$ cat config.mk
export PLATFORM = sky130hd
export DESIGN_NAME = emb_bus_port
export DESIGN_NICKNAME = d
export VERILOG_FILES = /design/src/design/emb_pkg.sv /design/src/design/emb_bus_port.sv
export SDC_FILE = /design/constraint.sdc
export NUM_CORES = 1
export LEC_CHECK = 0
export ABC_AREA = 1
export BUFFER_PORTS_ARGS = -buffer_cell sky130_fd_sc_hd__buf_4
export CORE_ASPECT_RATIO = 1.1
export CORE_UTILIZATION = 50
export DETAILED_ROUTE_END_ITERATION = 8
export MAX_ROUTING_LAYER = met4
export PLACE_DENSITY = 0.72
export SLEW_MARGIN = 20
export SYNTH_ARGS = -nofsm -noshare
export SYNTH_HDL_FRONTEND = slang
export SYNTH_SLANG_ARGS = --single-unit
$ cat constraint.sdc
create_clock -name clk_in -period 10.38 [get_ports clk_in]
set_input_delay 2.076 -clock clk_in [delete_from_list [all_inputs] [get_ports clk_in]]
set_output_delay 2.076 -clock clk_in [all_outputs]
set_load 0.01 [all_outputs]
$ cat src/design/emb_pkg.sv
// Purpose: Shared types and constants for the external memory and I/O bus port
// Assumes: 24-bit address bus, 8-bit data bus, four chip selects
// Notes:   Pin input bundle travels as one packed struct through the synchroniser
package emb_pkg;

  localparam int ADDR_W  = 24;
  localparam int DATA_W  = 8;
  localparam int NUM_CS  = 4;
  localparam int CNT_W   = 4;

  localparam logic [ADDR_W-1:0] ADDR_ZERO   = 24'h000000;
  localparam logic [ADDR_W-1:0] ADDR_FLOAT  = 24'hFFFFFF;
  localparam logic [DATA_W-1:0] DATA_ZERO   = 8'h00;
  localparam logic [DATA_W-1:0] DATA_FLOAT  = 8'hFF;
  localparam logic [NUM_CS-1:0] CS_IDLE     = 4'hF;
  localparam logic [CNT_W-1:0]  CNT_ZERO    = 4'h0;
  localparam logic [CNT_W-1:0]  CNT_ONE     = 4'h1;
  localparam logic [CNT_W-1:0]  STROBE_MIN  = 4'h4;

  // Request from the CPU core side
  typedef struct packed {
    logic [ADDR_W-1:0] addr;
    logic [DATA_W-1:0] wdata;
    logic              write;
    logic              io;
    logic              fetch;
  } emb_cpu_req_type;

  localparam emb_cpu_req_type REQ_RESET = '{addr: ADDR_ZERO, wdata: DATA_ZERO, write: 1'b0, io: 1'b0, fetch: 1'b0};

  // Levels sampled from the pins
  typedef struct packed {
    logic              bus_request_n;
    logic              wait_n;
    logic              mem_request_n;
    logic              io_request_n;
    logic [DATA_W-1:0] data;
    logic [ADDR_W-1:0] addr;
  } emb_pin_in_type;

  localparam int PIN_W = $bits(emb_pin_in_type);
  localparam logic [PIN_W-1:0] PIN_RESET = {PIN_W{1'b1}};

  typedef enum logic [4:0] {
    ST_IDLE   = 5'h01,
    ST_SETUP  = 5'h02,
    ST_STROBE = 5'h04,
    ST_END    = 5'h08,
    ST_GRANT  = 5'h10
  } emb_state_type;

endpackage

$ cat src/design/emb_bus_port.sv
// Purpose: External memory and I/O bus port: address, data, strobes, chip selects, bus hand-over
// Assumes: CPU holds its request stable until done; pins pass a three-stage synchroniser
// Notes:   Two-way pins split into in, out and active-low output enable
// How it works
// - Drive address as output in normal operation
// - Release address, sample as input when granted
// - Address feeds chip select decoder
// - Four active-low selects, low inside their range
// - Drive data only on own write cycles
// - I/O request low on I/O access
// - Memory request low on memory access
// - Requests undriven in reset, inputs when granted
// - Read strobe low while reading
// - Write strobe low while writing
// - Read and write strobes float when granted
// - Wait low stretches the strobe phase
`timescale 1ns/100ps
module emb_bus_port #(
  parameter logic [emb_pkg::NUM_CS-1:0][emb_pkg::ADDR_W-1:0] CS_BASE = {24'h030000, 24'h020000, 24'h010000, 24'h000000},
  parameter logic [emb_pkg::NUM_CS-1:0][emb_pkg::ADDR_W-1:0] CS_MASK = {24'hFF0000, 24'hFF0000, 24'hFF0000, 24'hFF0000},
  parameter logic [emb_pkg::NUM_CS-1:0]                      CS_IO   = 4'h8,
  parameter logic [emb_pkg::CNT_W-1:0]                       STROBE_CYCLES = emb_pkg::STROBE_MIN
) (
  // Clock and reset
  input  wire  logic                            clk_in,
  input  wire  logic                            sys_rst_in,
  // CPU side
  input  wire  logic                            cpu_req_in,
  input  wire  emb_pkg::emb_cpu_req_type        cpu_cmd_in,
  output logic                                  cpu_done_out,
  output logic [emb_pkg::DATA_W-1:0]            cpu_rdata_out,
  output logic                                  cpu_granted_out,
  output logic [emb_pkg::ADDR_W-1:0]            ext_addr_out,
  output logic                                  ext_mem_request_n_out,
  output logic                                  ext_io_request_n_out,
  // Address pins
  input  wire  logic [emb_pkg::ADDR_W-1:0]      addr_in,
  output logic [emb_pkg::ADDR_W-1:0]            addr_out,
  output logic [emb_pkg::ADDR_W-1:0]            addr_oe_n_out,
  // Data pins
  input  wire  logic [emb_pkg::DATA_W-1:0]      data_in,
  output logic [emb_pkg::DATA_W-1:0]            data_out,
  output logic [emb_pkg::DATA_W-1:0]            data_oe_n_out,
  // Request pins
  input  wire  logic                            mem_request_n_in,
  output logic                                  mem_request_n_out,
  output logic                                  mem_request_oe_n_out,
  input  wire  logic                            io_request_n_in,
  output logic                                  io_request_n_out,
  output logic                                  io_request_oe_n_out,
  // Strobes
  output logic                                  read_n_out,
  output logic                                  read_oe_n_out,
  output logic                                  write_n_out,
  output logic                                  write_oe_n_out,
  output logic                                  instr_fetch_n_out,
  output logic                                  instr_fetch_oe_n_out,
  // Chip selects
  output logic                                  chip_sel_0_n_out,
  output logic                                  chip_sel_1_n_out,
  output logic                                  chip_sel_2_n_out,
  output logic                                  chip_sel_3_n_out,
  // Handshakes
  input  wire  logic                            wait_n_in,
  input  wire  logic                            bus_request_n_in,
  output logic                                  bus_grant_n_out
);
  import emb_pkg::*;

  // Pin synchroniser: change counts once stages two and three agree
  logic [PIN_W-1:0] pin_s1;
  logic [PIN_W-1:0] pin_s2;
  logic [PIN_W-1:0] pin_s3;
  logic [PIN_W-1:0] pin_filt;
  logic [PIN_W-1:0] next_pin_filt;
  emb_pin_in_type   pin_f;
  emb_pin_in_type   pin_raw;

  assign pin_raw = '{bus_request_n: bus_request_n_in, wait_n: wait_n_in, mem_request_n: mem_request_n_in,
                     io_request_n: io_request_n_in, data: data_in, addr: addr_in};
  assign pin_f   = pin_filt;

  always_comb begin
    next_pin_filt = (pin_s2 & pin_s3) | (pin_filt & (pin_s2 ^ pin_s3));
  end

  always_ff @(posedge clk_in or posedge sys_rst_in) begin
    if (sys_rst_in) begin
      pin_s1   <= PIN_RESET;
      pin_s2   <= PIN_RESET;
      pin_s3   <= PIN_RESET;
      pin_filt <= PIN_RESET;
    end else begin
      pin_s1   <= pin_raw;
      pin_s2   <= pin_s1;
      pin_s3   <= pin_s2;
      pin_filt <= next_pin_filt;
    end
  end

  // Chip select decode, own access or external master
  emb_state_type     state;
  emb_state_type     next_state;
  emb_cpu_req_type   req;
  emb_cpu_req_type   next_req;
  logic [ADDR_W-1:0] dec_addr;
  logic              dec_io;
  logic [NUM_CS-1:0] hit;
  logic [NUM_CS-1:0] sel;

  always_comb begin
    if (next_state == ST_GRANT) begin
      dec_addr = pin_f.addr;
      dec_io   = ~pin_f.io_request_n;
    end else begin
      dec_addr = next_req.addr;
      dec_io   = next_req.io;
    end
  end

  genvar gi;
  generate
    for (gi = 0; gi < NUM_CS; gi++) begin : g_hit
      assign hit[gi] = ((dec_addr & CS_MASK[gi]) == CS_BASE[gi]) && (dec_io == CS_IO[gi]);
    end
  endgenerate

  always_comb begin
    sel = '0;
    for (int i = NUM_CS - 1; i >= 0; i--) begin
      if (hit[i]) begin
        sel = '0;
        sel[i] = 1'b1;
      end
    end
  end

  // Bus cycle sequencer and pin registers
  logic [CNT_W-1:0]  cnt;
  logic [CNT_W-1:0]  next_cnt;
  logic [DATA_W-1:0] rdata;
  logic [DATA_W-1:0] next_rdata;
  logic              done;
  logic              next_done;
  logic              drive;
  logic              next_drive;
  logic              grant_n;
  logic              next_grant_n;
  logic              mem_request_n_n;
  logic              next_mem_request_n_n;
  logic              io_request_n_n;
  logic              next_io_request_n_n;
  logic              rd_n;
  logic              next_rd_n;
  logic              wr_n;
  logic              next_wr_n;
  logic              ifetch_n;
  logic              next_ifetch_n;
  logic              data_oe_n;
  logic              next_data_oe_n;
  logic [ADDR_W-1:0] addr_o;
  logic [ADDR_W-1:0] next_addr_o;
  logic [NUM_CS-1:0] cs_n;
  logic [NUM_CS-1:0] next_cs_n;
  logic              in_cycle;

  always_comb begin
    next_state = state;
    next_req   = req;
    next_cnt   = cnt;
    next_rdata = rdata;
    next_done  = 1'b0;
    case (state)
      ST_IDLE: begin
        if (!pin_f.bus_request_n) begin
          next_state = ST_GRANT;
        end else if (cpu_req_in) begin
          next_req   = cpu_cmd_in;
          next_state = ST_SETUP;
        end
      end
      ST_SETUP: begin
        next_cnt   = CNT_ZERO;
        next_state = ST_STROBE;
      end
      ST_STROBE: begin
        if (cnt != STROBE_CYCLES - CNT_ONE) begin
          next_cnt = cnt + CNT_ONE;
        end else if (pin_f.wait_n) begin
          next_state = ST_END;
          next_done  = 1'b1;
          if (!req.write) begin
            next_rdata = pin_f.data;
          end
        end
      end
      ST_END: begin
        next_state = ST_IDLE;
      end
      ST_GRANT: begin
        if (pin_f.bus_request_n) begin
          next_state = ST_IDLE;
        end
      end
      default: begin
        next_state = ST_IDLE;
      end
    endcase

    in_cycle       = (next_state == ST_SETUP) || (next_state == ST_STROBE);
    next_drive     = (next_state != ST_GRANT);
    next_grant_n   = (next_state != ST_GRANT);
    next_addr_o    = (next_state == ST_GRANT) ? addr_o : next_req.addr;
    next_mem_request_n_n    = ~(in_cycle && !next_req.io);
    next_io_request_n_n    = ~(in_cycle && next_req.io);
    next_ifetch_n  = ~(in_cycle && !next_req.io && next_req.fetch);
    next_rd_n      = ~((next_state == ST_STROBE) && !next_req.write);
    next_wr_n      = ~((next_state == ST_STROBE) && next_req.write);
    next_data_oe_n = ~((in_cycle || next_state == ST_END) && next_req.write);
    if (in_cycle) begin
      next_cs_n = ~sel;
    end else if (next_state == ST_GRANT && !(pin_f.mem_request_n && pin_f.io_request_n)) begin
      next_cs_n = ~sel;
    end else begin
      next_cs_n = CS_IDLE;
    end
  end

  always_ff @(posedge clk_in or posedge sys_rst_in) begin
    if (sys_rst_in) begin
      state     <= ST_IDLE;
      req       <= REQ_RESET;
      cnt       <= CNT_ZERO;
      rdata     <= DATA_ZERO;
      done      <= 1'b0;
      drive     <= 1'b0;
      grant_n   <= 1'b1;
      addr_o    <= ADDR_ZERO;
      mem_request_n_n    <= 1'b1;
      io_request_n_n    <= 1'b1;
      ifetch_n  <= 1'b1;
      rd_n      <= 1'b1;
      wr_n      <= 1'b1;
      data_oe_n <= 1'b1;
      cs_n      <= CS_IDLE;
    end else begin
      state     <= next_state;
      req       <= next_req;
      cnt       <= next_cnt;
      rdata     <= next_rdata;
      done      <= next_done;
      drive     <= next_drive;
      grant_n   <= next_grant_n;
      addr_o    <= next_addr_o;
      mem_request_n_n    <= next_mem_request_n_n;
      io_request_n_n    <= next_io_request_n_n;
      ifetch_n  <= next_ifetch_n;
      rd_n      <= next_rd_n;
      wr_n      <= next_wr_n;
      data_oe_n <= next_data_oe_n;
      cs_n      <= next_cs_n;
    end
  end

  assign cpu_done_out          = done;
  assign cpu_rdata_out         = rdata;
  assign cpu_granted_out       = ~grant_n;
  assign bus_grant_n_out       = grant_n;
  assign ext_addr_out          = pin_f.addr;
  assign ext_mem_request_n_out = pin_f.mem_request_n;
  assign ext_io_request_n_out  = pin_f.io_request_n;
  assign addr_out              = addr_o;
  assign addr_oe_n_out         = {ADDR_W{~drive}};
  assign data_out              = req.wdata;
  assign data_oe_n_out         = {DATA_W{data_oe_n}};
  assign mem_request_n_out     = mem_request_n_n;
  assign mem_request_oe_n_out  = ~drive;
  assign io_request_n_out      = io_request_n_n;
  assign io_request_oe_n_out   = ~drive;
  assign read_n_out            = rd_n;
  assign read_oe_n_out         = ~drive;
  assign write_n_out           = wr_n;
  assign write_oe_n_out        = ~drive;
  assign instr_fetch_n_out     = ifetch_n;
  assign instr_fetch_oe_n_out  = ~drive;
  assign chip_sel_0_n_out      = cs_n[0];
  assign chip_sel_1_n_out      = cs_n[1];
  assign chip_sel_2_n_out      = cs_n[2];
  assign chip_sel_3_n_out      = cs_n[3];
endmodule

=== Word level (Yosys, flattened, before mapping) ===
Cells that the tools add are included.

* Word-level logic and storage cells: 99
* Register bits: 233
* Output and inout port bits: 115

* Reduce and logical (&&, ||, !) cells: 22
* Muxes and demuxes: 22
* Equality and inequality tests: 14
* Add/subtract/negate cells: 1
* Bitwise operators: 17

{| class="wikitable"
|+ Operators by type and width
! operator !! count
|-
| $mux 35 || 3
|-
| $and 36x36->36 || 2
|-
| $or 36x36->36 || 1
|-
| $xor 36x36->36 || 1
|-
| $mux 4 || 7
|-
| $mux 5 || 5
|-
| $logic_not 24->1 || 1
|-
| $mux 24 || 1
|-
| $pmux 5 s4 || 1
|-
| $eq 8x2->1 const B || 2
|-
| $logic_and 1x1->1 || 12
|-
| $not 1->1 || 12
|-
| $eq 5x2->1 const B || 2
|-
| $eq 5x3->1 const B || 2
|-
| $eq 5x5->1 const B || 2
|-
| $eq 8x1->1 const B || 1
|-
| $pmux 4 s2 || 1
|-
| $eq 5x1->1 const B || 1
|-
| $eq 5x4->1 const B || 1
|-
| $ne 5x5->1 const B || 1
|-
| $add 4x1->4 const B || 1
|-
| $mux 1 || 4
|-
| $ne 4x2->1 const B || 1
|-
| $not 4->4 || 1
|-
| other kinds (7) || 10
|}

=== Logic depth before layout (Yosys ltp) ===
Gate-level depths: netlist of run 1.

* Word-level depth: 14
* Gate-level depth with buffers: 11
* Depth with buffers taken out: 11

=== Worst setup path after synthesis of run 1 ===
No wires, ideal clock.

* Kind: reg-to-output
* Start: register drive
* End: output port addr_oe_n_out[0] (netlist name)
* Path slack: 7.252 ns
* Data required time: 8.304 ns
* Cell stages (with the launch flop): 3
* Path buffers: 1
* Arrival: 1.052 ns
* Cells stage by stage: dfrtp_1 > inv_1 > buf_4

* Cells in the longest elaborated chain, start to end: 1

{| class="wikitable"
|+ Ends and longest elaborated chain
! item !! RTL line !! text
|-
| start: declaration || emb_bus_port.sv:145 || <nowiki>logic drive;</nowiki>
|-
| start signal: assignment || emb_bus_port.sv:252 || <nowiki>drive <= next_drive;</nowiki>
|-
| $not 1->1 || n/a ||
|-
| end: declaration || emb_bus_port.sv:39 || <nowiki>output logic [emb_pkg::ADDR_W-1:0] addr_oe_n_out,</nowiki>
|}

No other way between the ends.

=== Worst setup path in the final report of run 1 ===
* Start: register drive
* End: output port addr_oe_n_out[23] (netlist name)

* Cells in the longest elaborated chain, start to end: 1

{| class="wikitable"
|+ Ends and longest elaborated chain
! item !! RTL line !! text
|-
| $not 1->1 || emb_bus_port.sv:273 || <nowiki>assign addr_oe_n_out = {ADDR_W{~drive}};</nowiki>
|}

No other way between the ends.

==> results of run 1 <==
metal layers:
metal  track usage, %  routed length (um)  vias to the layer above
met5                -                   0                        -
met4             7.49                 508                        0
met3             4.17                1080                       41
met2             29.8                7760                      168
met1             21.6                6280                     2490
li1                 -                   -                     2383
cells in the mapped netlist, types with 2 or more instances:
cell        n
a21o_1     36
nand3b_1    3
nand4_1     2
mux2_4      8
buf_2       8
nor2_1     28
nand2_4     2
o21ai_1     3
nor2_2      2
nand3_1    18
dfstp_2   156
inv_2       3
nor2_4      5
nand3_2     8
and2_1      7
nand2_2     4
a21oi_1     2
inv_1      29
ha_1       37
dfrtp_1    77
o21ai_0     2
buf_4      69
a31oi_1    16
buf_6       3
o211ai_1    2
xor2_1      2
nand2_1   139
final cells by class:
type / instances / area (um^2)
clock buffer: 27 / 653
clock inverter: 17 / 226
fill: 1306 / 6300
inverter: 32 / 128
multi-input combinational: 329 / 2030
sequential: 233 / 6030
tap: 234 / 293
timing repair buffer: 189 / 1420
logic make-up after synthesis:
group	count (synthesis)	synth area share (%)
AO/OA/AOI/OAI	63	4.96
XOR/XNOR	2	0.200
adder cells (fa/ha/maj)	37	5.28
buffers and inverters	112	8.12
flip-flops	233	68.7
multiplexers	8	1.37
AND/OR/NAND/NOR	219	11.4
flip-flops by register name, summed over array words and instances (netlist names):
register / flops
cpu_done_out: 1
write_n_out: 1
state: 5
cpu_rdata_out: 8
req: 27
pin_f: 36
data_oe_n: 1
read_n_out: 1
cs_n: 4
pin_s1: 36
io_request_n_out: 1
bus_grant_n_out: 1
instr_fetch_n_out: 1
pin_s3: 36
drive: 1
data_out: 8
pin_s2: 36
addr_out: 24
cnt: 4
mem_request_n_out: 1
worst max path at each step:
stage,startpoint,end
3_5_place_dp,sys_rst_in,addr_out[9]
2_1_floorplan,sys_rst_in,addr_out[0]
6_report,drive,addr_oe_n_out[23]
4_1_cts,drive,addr_oe_n_out[23]
3_3_place_gp,sys_rst_in,addr_out[9]
5_1_grt,drive,addr_oe_n_out[7]
report_power, final:
| part | leakage [uW] | total, uW | switching [uW] | internal [uW] |
|---|---|---|---|---|
| Sequential | 0.00259 | 1190 | 81.6 | 1110 |
| Combinational | 0.00237 | 698 | 393 | 305 |
| Clock | 0.000436 | 921 | 343 | 579 |
worst register-to-register path, cell delays in order (launching register included):
cell	delay (ns)
dfstp_2	0.54
nor2_1	0.05
nand3_1	0.12
nand2_2	0.10
nand2_2	0.73
inv_1	0.48
nand2_1	0.18
nand3_1	0.12
nor2_2	0.18
nand3_1	0.11
stage by stage:
step	hold WS (ns)	utilization, %	cell area [um^2]	setup slack (ns)
CTS	0.353	63.1	10800	6.59
global route	0.355	63.1	10800	6.52
finish	0.351	63.1	10800	6.65
detailed placement	0.347	58.0	9900	6.37
floorplan	0.345	-	8770	2.17
global placement	0.346	58.0	9900	6.50
==> impl_table.tex, run 1 <==
\begin{tabular}{lr}
\hline
Metric & Value \\
\hline
\multicolumn{2}{l}{\textbf{Worst setup path}} \\
\quad Type of element capturing the critical path & output port \\
\quad Capture instance of the worst register-to-register path & cs\_n[0] \\
\quad Number of buffers and inverters on the critical path & 2 \\
\quad Reg2Reg Setup Slack & 7.69 ns \\
\quad Arrival time of data at the critical path endpoint & 1.66 ns \\
\quad Crit path max-delay family & buffers and inverters \\
\quad Critical path's slowest cell & inv\_1 \\
\quad Critical path class & flop to output port \\
\quad Crit Reg-Reg Startpoint & state[0] \\
\quad Required arrival time at the worst endpoint & 8.30 ns \\
\quad Setup crit start kind & flop \\
\quad Worst Reg2Reg Path Length in Cells & 9 \\
\quad Largest stage delay on the critical path & 0.54 ns \\
\quad Cells along the critical path & inv\_1, buf\_4 \\
\quad Crit path depth & 2 \\
\quad Largest fanout of any net on the critical path & 29 \\
\multicolumn{2}{l}{\textbf{Floorplanning}} \\
\quad Die Footprint & 0.0181 mm\^{}2 \\
\quad Effective utilization at floorplan & 51.4\% \\
\quad Placement Rows & 50 \\
\quad Number of top-level design ports & 189 \\
\quad Overall die width & 128 um \\
\quad Core ar. & 0.0171 mm\^{}2 \\
\quad Die H & 141 um \\
\multicolumn{2}{l}{\textbf{Placed design}} \\
\quad RePlAce Congestion & 0.795 \\
\quad Post-detail-place hpwl & 10.8 mm \\
\quad I/O Buffers & 188 \\
\quad Count of placed standard cells including taps & 1017 \\
\multicolumn{2}{l}{\textbf{Drt}} \\
\quad Total via count in the routed design & 5082 \\
\quad Number of design-rule violations left by the first detailed-router iteration & 241 \\
\quad Vias per cell & 4.79 \\
\quad Total wirelength of the detailed-routed design & 15.6 mm \\
\quad Routed WL per cell & 14.7 um \\
\quad Initial DRT Pass Iterations & 4 \\
\quad Post-route DRC violation count & 0 \\
\quad Residual antenna-violating net count after detailed routing & 0 \\
\multicolumn{2}{l}{\textbf{Cells and area}} \\
\quad Net total in the final layout & 920 \\
\quad Final cell count without fillers & 1061 \\
\quad Fraction of layout cells with a size suffix above 1 & 51.1\% \\
\quad Highest-count cells in the layout ignoring fill and taps & buf\_4 (189), dfstp\_2 (156), nand2\_1 (139) \\
\quad Synth-to-layout area growth & 22.9\% \\
\quad Antenna diode count & 0 \\
\quad Leading cell type in the layout, fill and taps excluded & buf\_4 \\
\multicolumn{2}{l}{\textbf{Synth}} \\
\quad Synthesized net count & 785 \\
\quad Library cell with the largest summed area after synthesis & dfstp\_2 \\
\quad Netlist Area Pre-Place & 0.00877 mm\^{}2 \\
\quad Top post-synthesis cells by area & dfstp\_2 (47\%), dfrtp\_1 (22\%), nand2\_1 (5.9\%), buf\_4 (5.9\%), ha\_1 (5.3\%) \\
\quad Average cell area after synthesis & 13.0 um\^{}2 \\
\quad Sequential fraction of the synthesis area & 68.7\% \\
\quad Prevailing post-synth register cell & dfstp\_2 \\
\quad Number of register bits inferred by synthesis & 233 \\
\quad Number of cells produced by synthesis & 674 \\
\quad Async set-reset flop share out of synthesis & 100\% \\
\quad Count of warnings emitted by yosys & 0 \\
\quad Number of flops mapped to enable cells by yosys & 0 \\
\quad Yosys top cell area share & 46.7\% \\
\quad Distinct cell type count after synthesis & 30 \\
\multicolumn{2}{l}{\textbf{Global route}} \\
\quad Remaining global-route overflow & 0 \\
\quad Antenna violations before repair & 0 \\
\quad Global-route usage over all layers & 18.2\% \\
\quad Maximum number of pins on one net before global-route repair & 150 \\
\quad Via count of the first global-routing pass & 5222 \\
\quad Wire length of the first global-routing pass & 25.2 mm \\
\multicolumn{2}{l}{\textbf{STA}} \\
\quad Period Utilization, post-route & 35.9\% \\
\quad Post-Route Skew & 0.0110 ns \\
\quad Total negative setup slack & 0 ns \\
\quad Count of final hold-check violations & 0 \\
\quad Unrepaired setup endpoints after global routing & false \\
\quad Max-slew violation total from the final report & 0 \\
\quad Tightest Pin Transition & 1.02 ns \\
\quad Final setup violation count & 0 \\
\quad Post-route minimum period & 3.73 ns \\
\quad Fmax & 0.268 GHz \\
\quad Remaining max-slew budget at the tightest pin & 31.7\% \\
\multicolumn{2}{l}{\textbf{Worst hold path}} \\
\quad Class of the worst hold path & flop to flop \\
\quad Worst Hold Depth & 0 \\
\quad Hold Crit Start & pin\_s1[14] \\
\quad Hold path endpoint & pin\_s2[14] \\
\multicolumn{2}{l}{\textbf{Clocking}} \\
\quad Count of buffers added by post-CTS timing repair for setup & 0 \\
\quad Number of buffers created by CTS & 24 \\
\quad Clock latency reported for the late side of the worst-skew pair & 0.50 ns \\
\quad Number of instances resized during post-cts repair & 0 \\
\quad CTS tree & yes \\
\quad Clock net sink count & 233 \\
\quad Clock tree root buffer cell & clkbuf\_16 \\
\quad Maximum clock path buffer count & 3 \\
\quad Clock transition at the registers of the reported paths & 0.06 ns \\
\quad Number of buffers inserted by hold repair at cts & 0 \\
\quad Max H-tree Level & 1 \\
\multicolumn{2}{l}{\textbf{Job}} \\
\quad \# Max-Cap Violations & 0 \\
\multicolumn{2}{l}{\textbf{Power and ir drop}} \\
\quad Total power draw & 2810 uW \\
\quad Peak supply drop & 0.000180 V \\
\quad Leak Pwr & 0.00540 uW \\
\quad Power per unit of standard cell area & 261 mW/mm\^{}2 \\
\multicolumn{2}{l}{\textbf{Outcome}} \\
\quad Outcome & finished, final reports clean \\
\hline
\end{tabular}
No activity file was read; power rests on OpenSTA's default activity.
==> run 2, diff against run 1 <==
ABC_AREA = 0   (was 1)
CORE_UTILIZATION = 49   (was 50)
PLACE_DENSITY = 0.74   (was 0.72)
clock period = 3.19 ns   (was 10.38 ns; I/O delays follow)
==> impl_table.tex, run 2 <==
\begin{tabular}{lr}
\hline
Metric & Value \\
\hline
\multicolumn{2}{l}{\textbf{Power and ir drop}} \\
\quad Peak supply drop & 0.000581 V (was 0.000180 V) \\
\quad Leak Pwr & 0.00492 uW (was 0.00540 uW) \\
\quad Power per unit of standard cell area & 822 mW/mm\^{}2 (was 261 mW/mm\^{}2) \\
\multicolumn{2}{l}{\textbf{Placed design}} \\
\quad Post-detail-place hpwl & 10.1 mm (was 10.8 mm) \\
\quad I/O Buffers & 188 (unchanged) \\
\quad Placement-stage worst setup slack & 0.525 ns (was 6.37 ns) \\
\quad Count of placed standard cells including taps & 886 (was 1017) \\
\quad RePlAce Congestion & 0.804 (was 0.795) \\
\quad Post-place instance area & 0.00978 mm\^{}2 (was 0.00990 mm\^{}2) \\
\multicolumn{2}{l}{\textbf{STA}} \\
\quad Post-route worst hold slack & 0.125 ns (was 0.351 ns) \\
\quad Unrepaired setup endpoints after global routing & false (unchanged) \\
\quad Tightest Pin Transition & 0.738 ns (was 1.02 ns) \\
\quad Count of final hold-check violations & 0 (unchanged) \\
\quad Post-Route Skew & 0.0117 ns (was 0.0110 ns) \\
\quad Remaining max-slew budget at the tightest pin & 50.8\% (was 31.7\%) \\
\quad Period Utilization, post-route & 82.3\% \\
\quad Post-route minimum period & 2.63 ns \\
\quad Max-slew violation total from the final report & 0 (unchanged) \\
\quad Fmax & 0.381 GHz \\
\quad Final worst setup slack & 0.565 ns (was 6.65 ns) \\
\quad Final setup violation count & 0 (unchanged) \\
\multicolumn{2}{l}{\textbf{Floorplanning}} \\
\quad Overall die width & 128 um (about the same) \\
\quad Number of top-level design ports & 189 (unchanged) \\
\quad Effective utilization at floorplan & 50.2\% (was 51.4\%) \\
\quad Placement Rows & 50 (unchanged) \\
\quad Die H & 141 um (about the same) \\
\quad Die Footprint & 0.0180 mm\^{}2 (was 0.0181 mm\^{}2) \\
\quad Core ar. & 0.0171 mm\^{}2 (unchanged) \\
\multicolumn{2}{l}{\textbf{Clocking}} \\
\quad Clock tree root buffer cell & clkbuf\_16 (unchanged) \\
\quad Number of buffers inserted by hold repair at cts & 0 (unchanged) \\
\quad Clock latency reported for the late side of the worst-skew pair & 0.50 ns (about the same) \\
\quad Clock transition at the registers of the reported paths & 0.06 ns (about the same) \\
\quad Count of buffers added by post-CTS timing repair for setup & 0 (unchanged) \\
\quad CTS tree & yes (unchanged) \\
\quad Number of buffers created by CTS & 24 (unchanged) \\
\quad Max H-tree Level & 1 (unchanged) \\
\quad Number of instances resized during post-cts repair & 0 (unchanged) \\
\quad Maximum clock path buffer count & 3 (unchanged) \\
\quad Clock net sink count & 233 (unchanged) \\
\multicolumn{2}{l}{\textbf{Drt}} \\
\quad Number of design-rule violations left by the first detailed-router iteration & 120 (was 241) \\
\quad Residual antenna-violating net count after detailed routing & 0 (unchanged) \\
\quad Routed WL per cell & 15.9 um (was 14.7 um) \\
\quad Total wirelength of the detailed-routed design & 14.8 mm (was 15.6 mm) \\
\quad Post-route DRC violation count & 0 (unchanged) \\
\quad Initial DRT Pass Iterations & 4 (unchanged) \\
\quad Vias per cell & 4.88 (was 4.79) \\
\quad Total via count in the routed design & 4536 (was 5082) \\
\multicolumn{2}{l}{\textbf{Worst setup path}} \\
\quad Critical path's slowest cell & and2\_2 (was inv\_1) \\
\quad Worst Reg2Reg Path Length in Cells & 7 (was 9) \\
\quad Type of element capturing the critical path & flop (was output port) \\
\quad Crit path to & cs\_n[0] (was addr\_oe\_n\_out[23]) \\
\quad Required arrival time at the worst endpoint & 3.62 ns (was 8.30 ns) \\
\quad Reg2Reg Setup Slack & 0.56 ns (was 7.69 ns) \\
\quad Crit path max-delay family & simple AND/OR/NAND/NOR gates (was buffers and inverters) \\
\quad Crit path depth & 7 (was 2) \\
\quad Capture instance of the worst register-to-register path & cs\_n[0] (unchanged) \\
\quad Number of buffers and inverters on the critical path & 2 (unchanged) \\
\quad Setup crit start kind & flop (unchanged) \\
\quad Largest stage delay on the critical path & 0.74 ns (was 0.54 ns) \\
\quad Crit Reg-Reg Startpoint & state[2] (was state[0]) \\
\quad Cells along the critical path & nor3\_1, and2\_2, mux2i\_1, inv\_1, a21boi\_2, inv\_2, a211o\_1 (was inv\_1, buf\_4) \\
\quad Arrival time of data at the critical path endpoint & 3.05 ns (was 1.66 ns) \\
\quad Largest fanout of any net on the critical path & 31 (was 29) \\
\quad Startpoint of the most critical setup path & state[2] (was drive) \\
\quad Critical path class & flop to flop (was flop to output port) \\
\multicolumn{2}{l}{\textbf{Cells and area}} \\
\quad Net total in the final layout & 789 (was 920) \\
\quad Design area & 0.0105 mm\^{}2 (was 0.0108 mm\^{}2) \\
\quad Synth-to-layout area growth & 22.7\% (was 22.9\%) \\
\quad Count of fill cells added during filler insertion & 1333 (was 1306) \\
\quad Antenna diode count & 0 (unchanged) \\
\quad Fraction of layout cells with a size suffix above 1 & 63.6\% (was 51.1\%) \\
\quad Final cell count without fillers & 930 (was 1061) \\
\quad Sequential cell area & 0.00603 mm\^{}2 (unchanged) \\
\quad Leading cell type in the layout, fill and taps excluded & buf\_4 (unchanged) \\
\quad Highest-count cells in the layout ignoring fill and taps & buf\_4 (192), dfstp\_2 (156), dfrtp\_1 (77) (was buf\_4 (189), dfstp\_2 (156), nand2\_1 (139)) \\
\quad Fraction of the core area covered by cells at the end of the flow & 61.6\% (was 63.1\%) \\
\quad Area of the multi-input gates & 0.00195 mm\^{}2 (was 0.00203 mm\^{}2) \\
\multicolumn{2}{l}{\textbf{Synth}} \\
\quad Netlist Area Pre-Place & 0.00858 mm\^{}2 (was 0.00877 mm\^{}2) \\
\quad Number of cells produced by synthesis & 536 (was 674) \\
\quad Top post-synthesis cells by area & dfstp\_2 (48\%), dfrtp\_1 (22\%), mux2\_2 (6.8\%), buf\_4 (6.2\%), ha\_1 (5.4\%) (was dfstp\_2 (47\%), dfrtp\_1 (22\%), nand2\_1 (5.9\%), buf\_4 (5.9\%), ha\_1 (5.3\%)) \\
\quad Async set-reset flop share out of synthesis & 100\% (unchanged) \\
\quad Combinational family with the most area after synthesis & multiplexers (was simple AND/OR/NAND/NOR gates) \\
\quad Count of warnings emitted by yosys & 0 (unchanged) \\
\quad Mux contribution to synthesized area & 8.77\% (was 1.37\%) \\
\quad Yosys top cell area share & 47.8\% (was 46.7\%) \\
\quad Average cell area after synthesis & 16.0 um\^{}2 (was 13.0 um\^{}2) \\
\quad Synthesized-area fraction occupied by adder cells & 5.40\% (was 5.28\%) \\
\quad Cell with the most instances after synthesis & dfstp\_2 (unchanged) \\
\quad Prevailing post-synth register cell & dfstp\_2 (unchanged) \\
\quad Simple logic cell fraction of the synthesized area & 3.60\% (was 11.4\%) \\
\quad Synthesized net count & 647 (was 785) \\
\quad Sequential fraction of the synthesis area & 70.3\% (was 68.7\%) \\
\quad Synthesized-area fraction occupied by ao, oa, aoi and oai cells & 4.67\% (was 4.96\%) \\
\quad Most frequent cells after synthesis & dfstp\_2 (156), dfrtp\_1 (77), buf\_4 (71) (was dfstp\_2 (156), nand2\_1 (139), dfrtp\_1 (77)) \\
\quad Number of flops mapped to enable cells by yosys & 0 (unchanged) \\
\quad Post-synthesis xor/xnor area fraction & 0.306\% (was 0.200\%) \\
\quad Library cell with the largest summed area after synthesis & dfstp\_2 (unchanged) \\
\quad Number of register bits inferred by synthesis & 233 (unchanged) \\
\quad Distinct cell type count after synthesis & 43 (was 30) \\
\multicolumn{2}{l}{\textbf{Global route}} \\
\quad Maximum number of pins on one net before global-route repair & 104 (was 150) \\
\quad Via count of the first global-routing pass & 4939 (was 5222) \\
\quad Remaining global-route overflow & 0 (unchanged) \\
\quad Wire length of the first global-routing pass & 24.2 mm (was 25.2 mm) \\
\quad Antenna violations before repair & 0 (unchanged) \\
\quad Global-route usage over all layers & 17.3\% (was 18.2\%) \\
\multicolumn{2}{l}{\textbf{Worst hold path}} \\
\quad Class of the worst hold path & input pin to asynchronous set/reset pin (was flop to flop) \\
\multicolumn{2}{l}{\textbf{Outcome}} \\
\quad Outcome & finished, final reports clean (unchanged) \\
\multicolumn{2}{l}{\textbf{Job}} \\
\quad \# Max-Cap Violations & 0 (unchanged) \\
\hline
\end{tabular}
==> run 2: cell types whose count changed after synthesis, sizes merged, moves of 5 or more <==
cell,previous run,this run
inv,32,7
nor2,35,13
nand3,26,2
mux2,8,65
a31oi,16,0
nor4,0,5
nand2,145,12
==> run 2: metal layers <==
layer / track usage, % / up-vias / share of wire, %
li1: - / 2046 / -
met1: 22.0 / 2305 / 42
met2: 28.1 / 154 / 50
met3: 4.02 / 31 / 5.8
met4: 4.52 / 0 / 2.1
met5: - / - / 0
==> run 2: per-stage QoR <==
stage	power (uW)	setup TNS [ns]
floorplan	5430	-28.53
global placement	5990	0
detailed placement	6110	0
CTS	8770	0
global route	9110	0
finish	8650	0
==> run 2: cell families (layout without fill, tap and decap cells) <==
| family | count (synthesis) | in the layout |
|---|---|---|
| xor gates and xnor gates | 3 | 3 |
| AOI/OAI and AO/OA | 54 | 54 |
| adders and majority gates | 37 | 37 |
| and+or+nand+nor | 57 | 57 |
| muxes | 67 | 67 |
| DFF | 233 | 233 |
| buffers and inverters | 85 | 245 |
==> run 2: worst min-delay path by stage <==
| stage | to | slack, ns |
|---|---|---|
| 5_1_grt | req[13] | 0.13 |
| 4_1_cts | req[13] | 0.12 |
| 6_report | req[13] | 0.13 |
| 2_1_floorplan | pin_s2[0] | 0.35 |
| 3_3_place_gp | pin_s2[7] | 0.35 |
| 3_5_place_dp | pin_s2[5] | 0.35 |
==> run 2: report_power, final <==
part / switching (uW) / internal (uW) / leakage (uW) / total [uW]
Clock: 1070 / 1540 / 0.000362 / 2600
Sequential: 299 / 3630 / 0.00259 / 3930
Combinational: 956 / 1160 / 0.00197 / 2110
==> run 2: layout make-up <==
| class | count | share of cell area, % |
|---|---|---|
| Clock inverter | 4 | 0.214 |
| Sequential cell | 233 | 57.2 |
| Multi-Input combinational cell | 218 | 18.5 |
| Tap cell | 234 | 2.78 |
| Inverter | 7 | 0.285 |
| Timing Repair Buffer | 194 | 14.1 |
| Clock buffer | 40 | 6.86 |
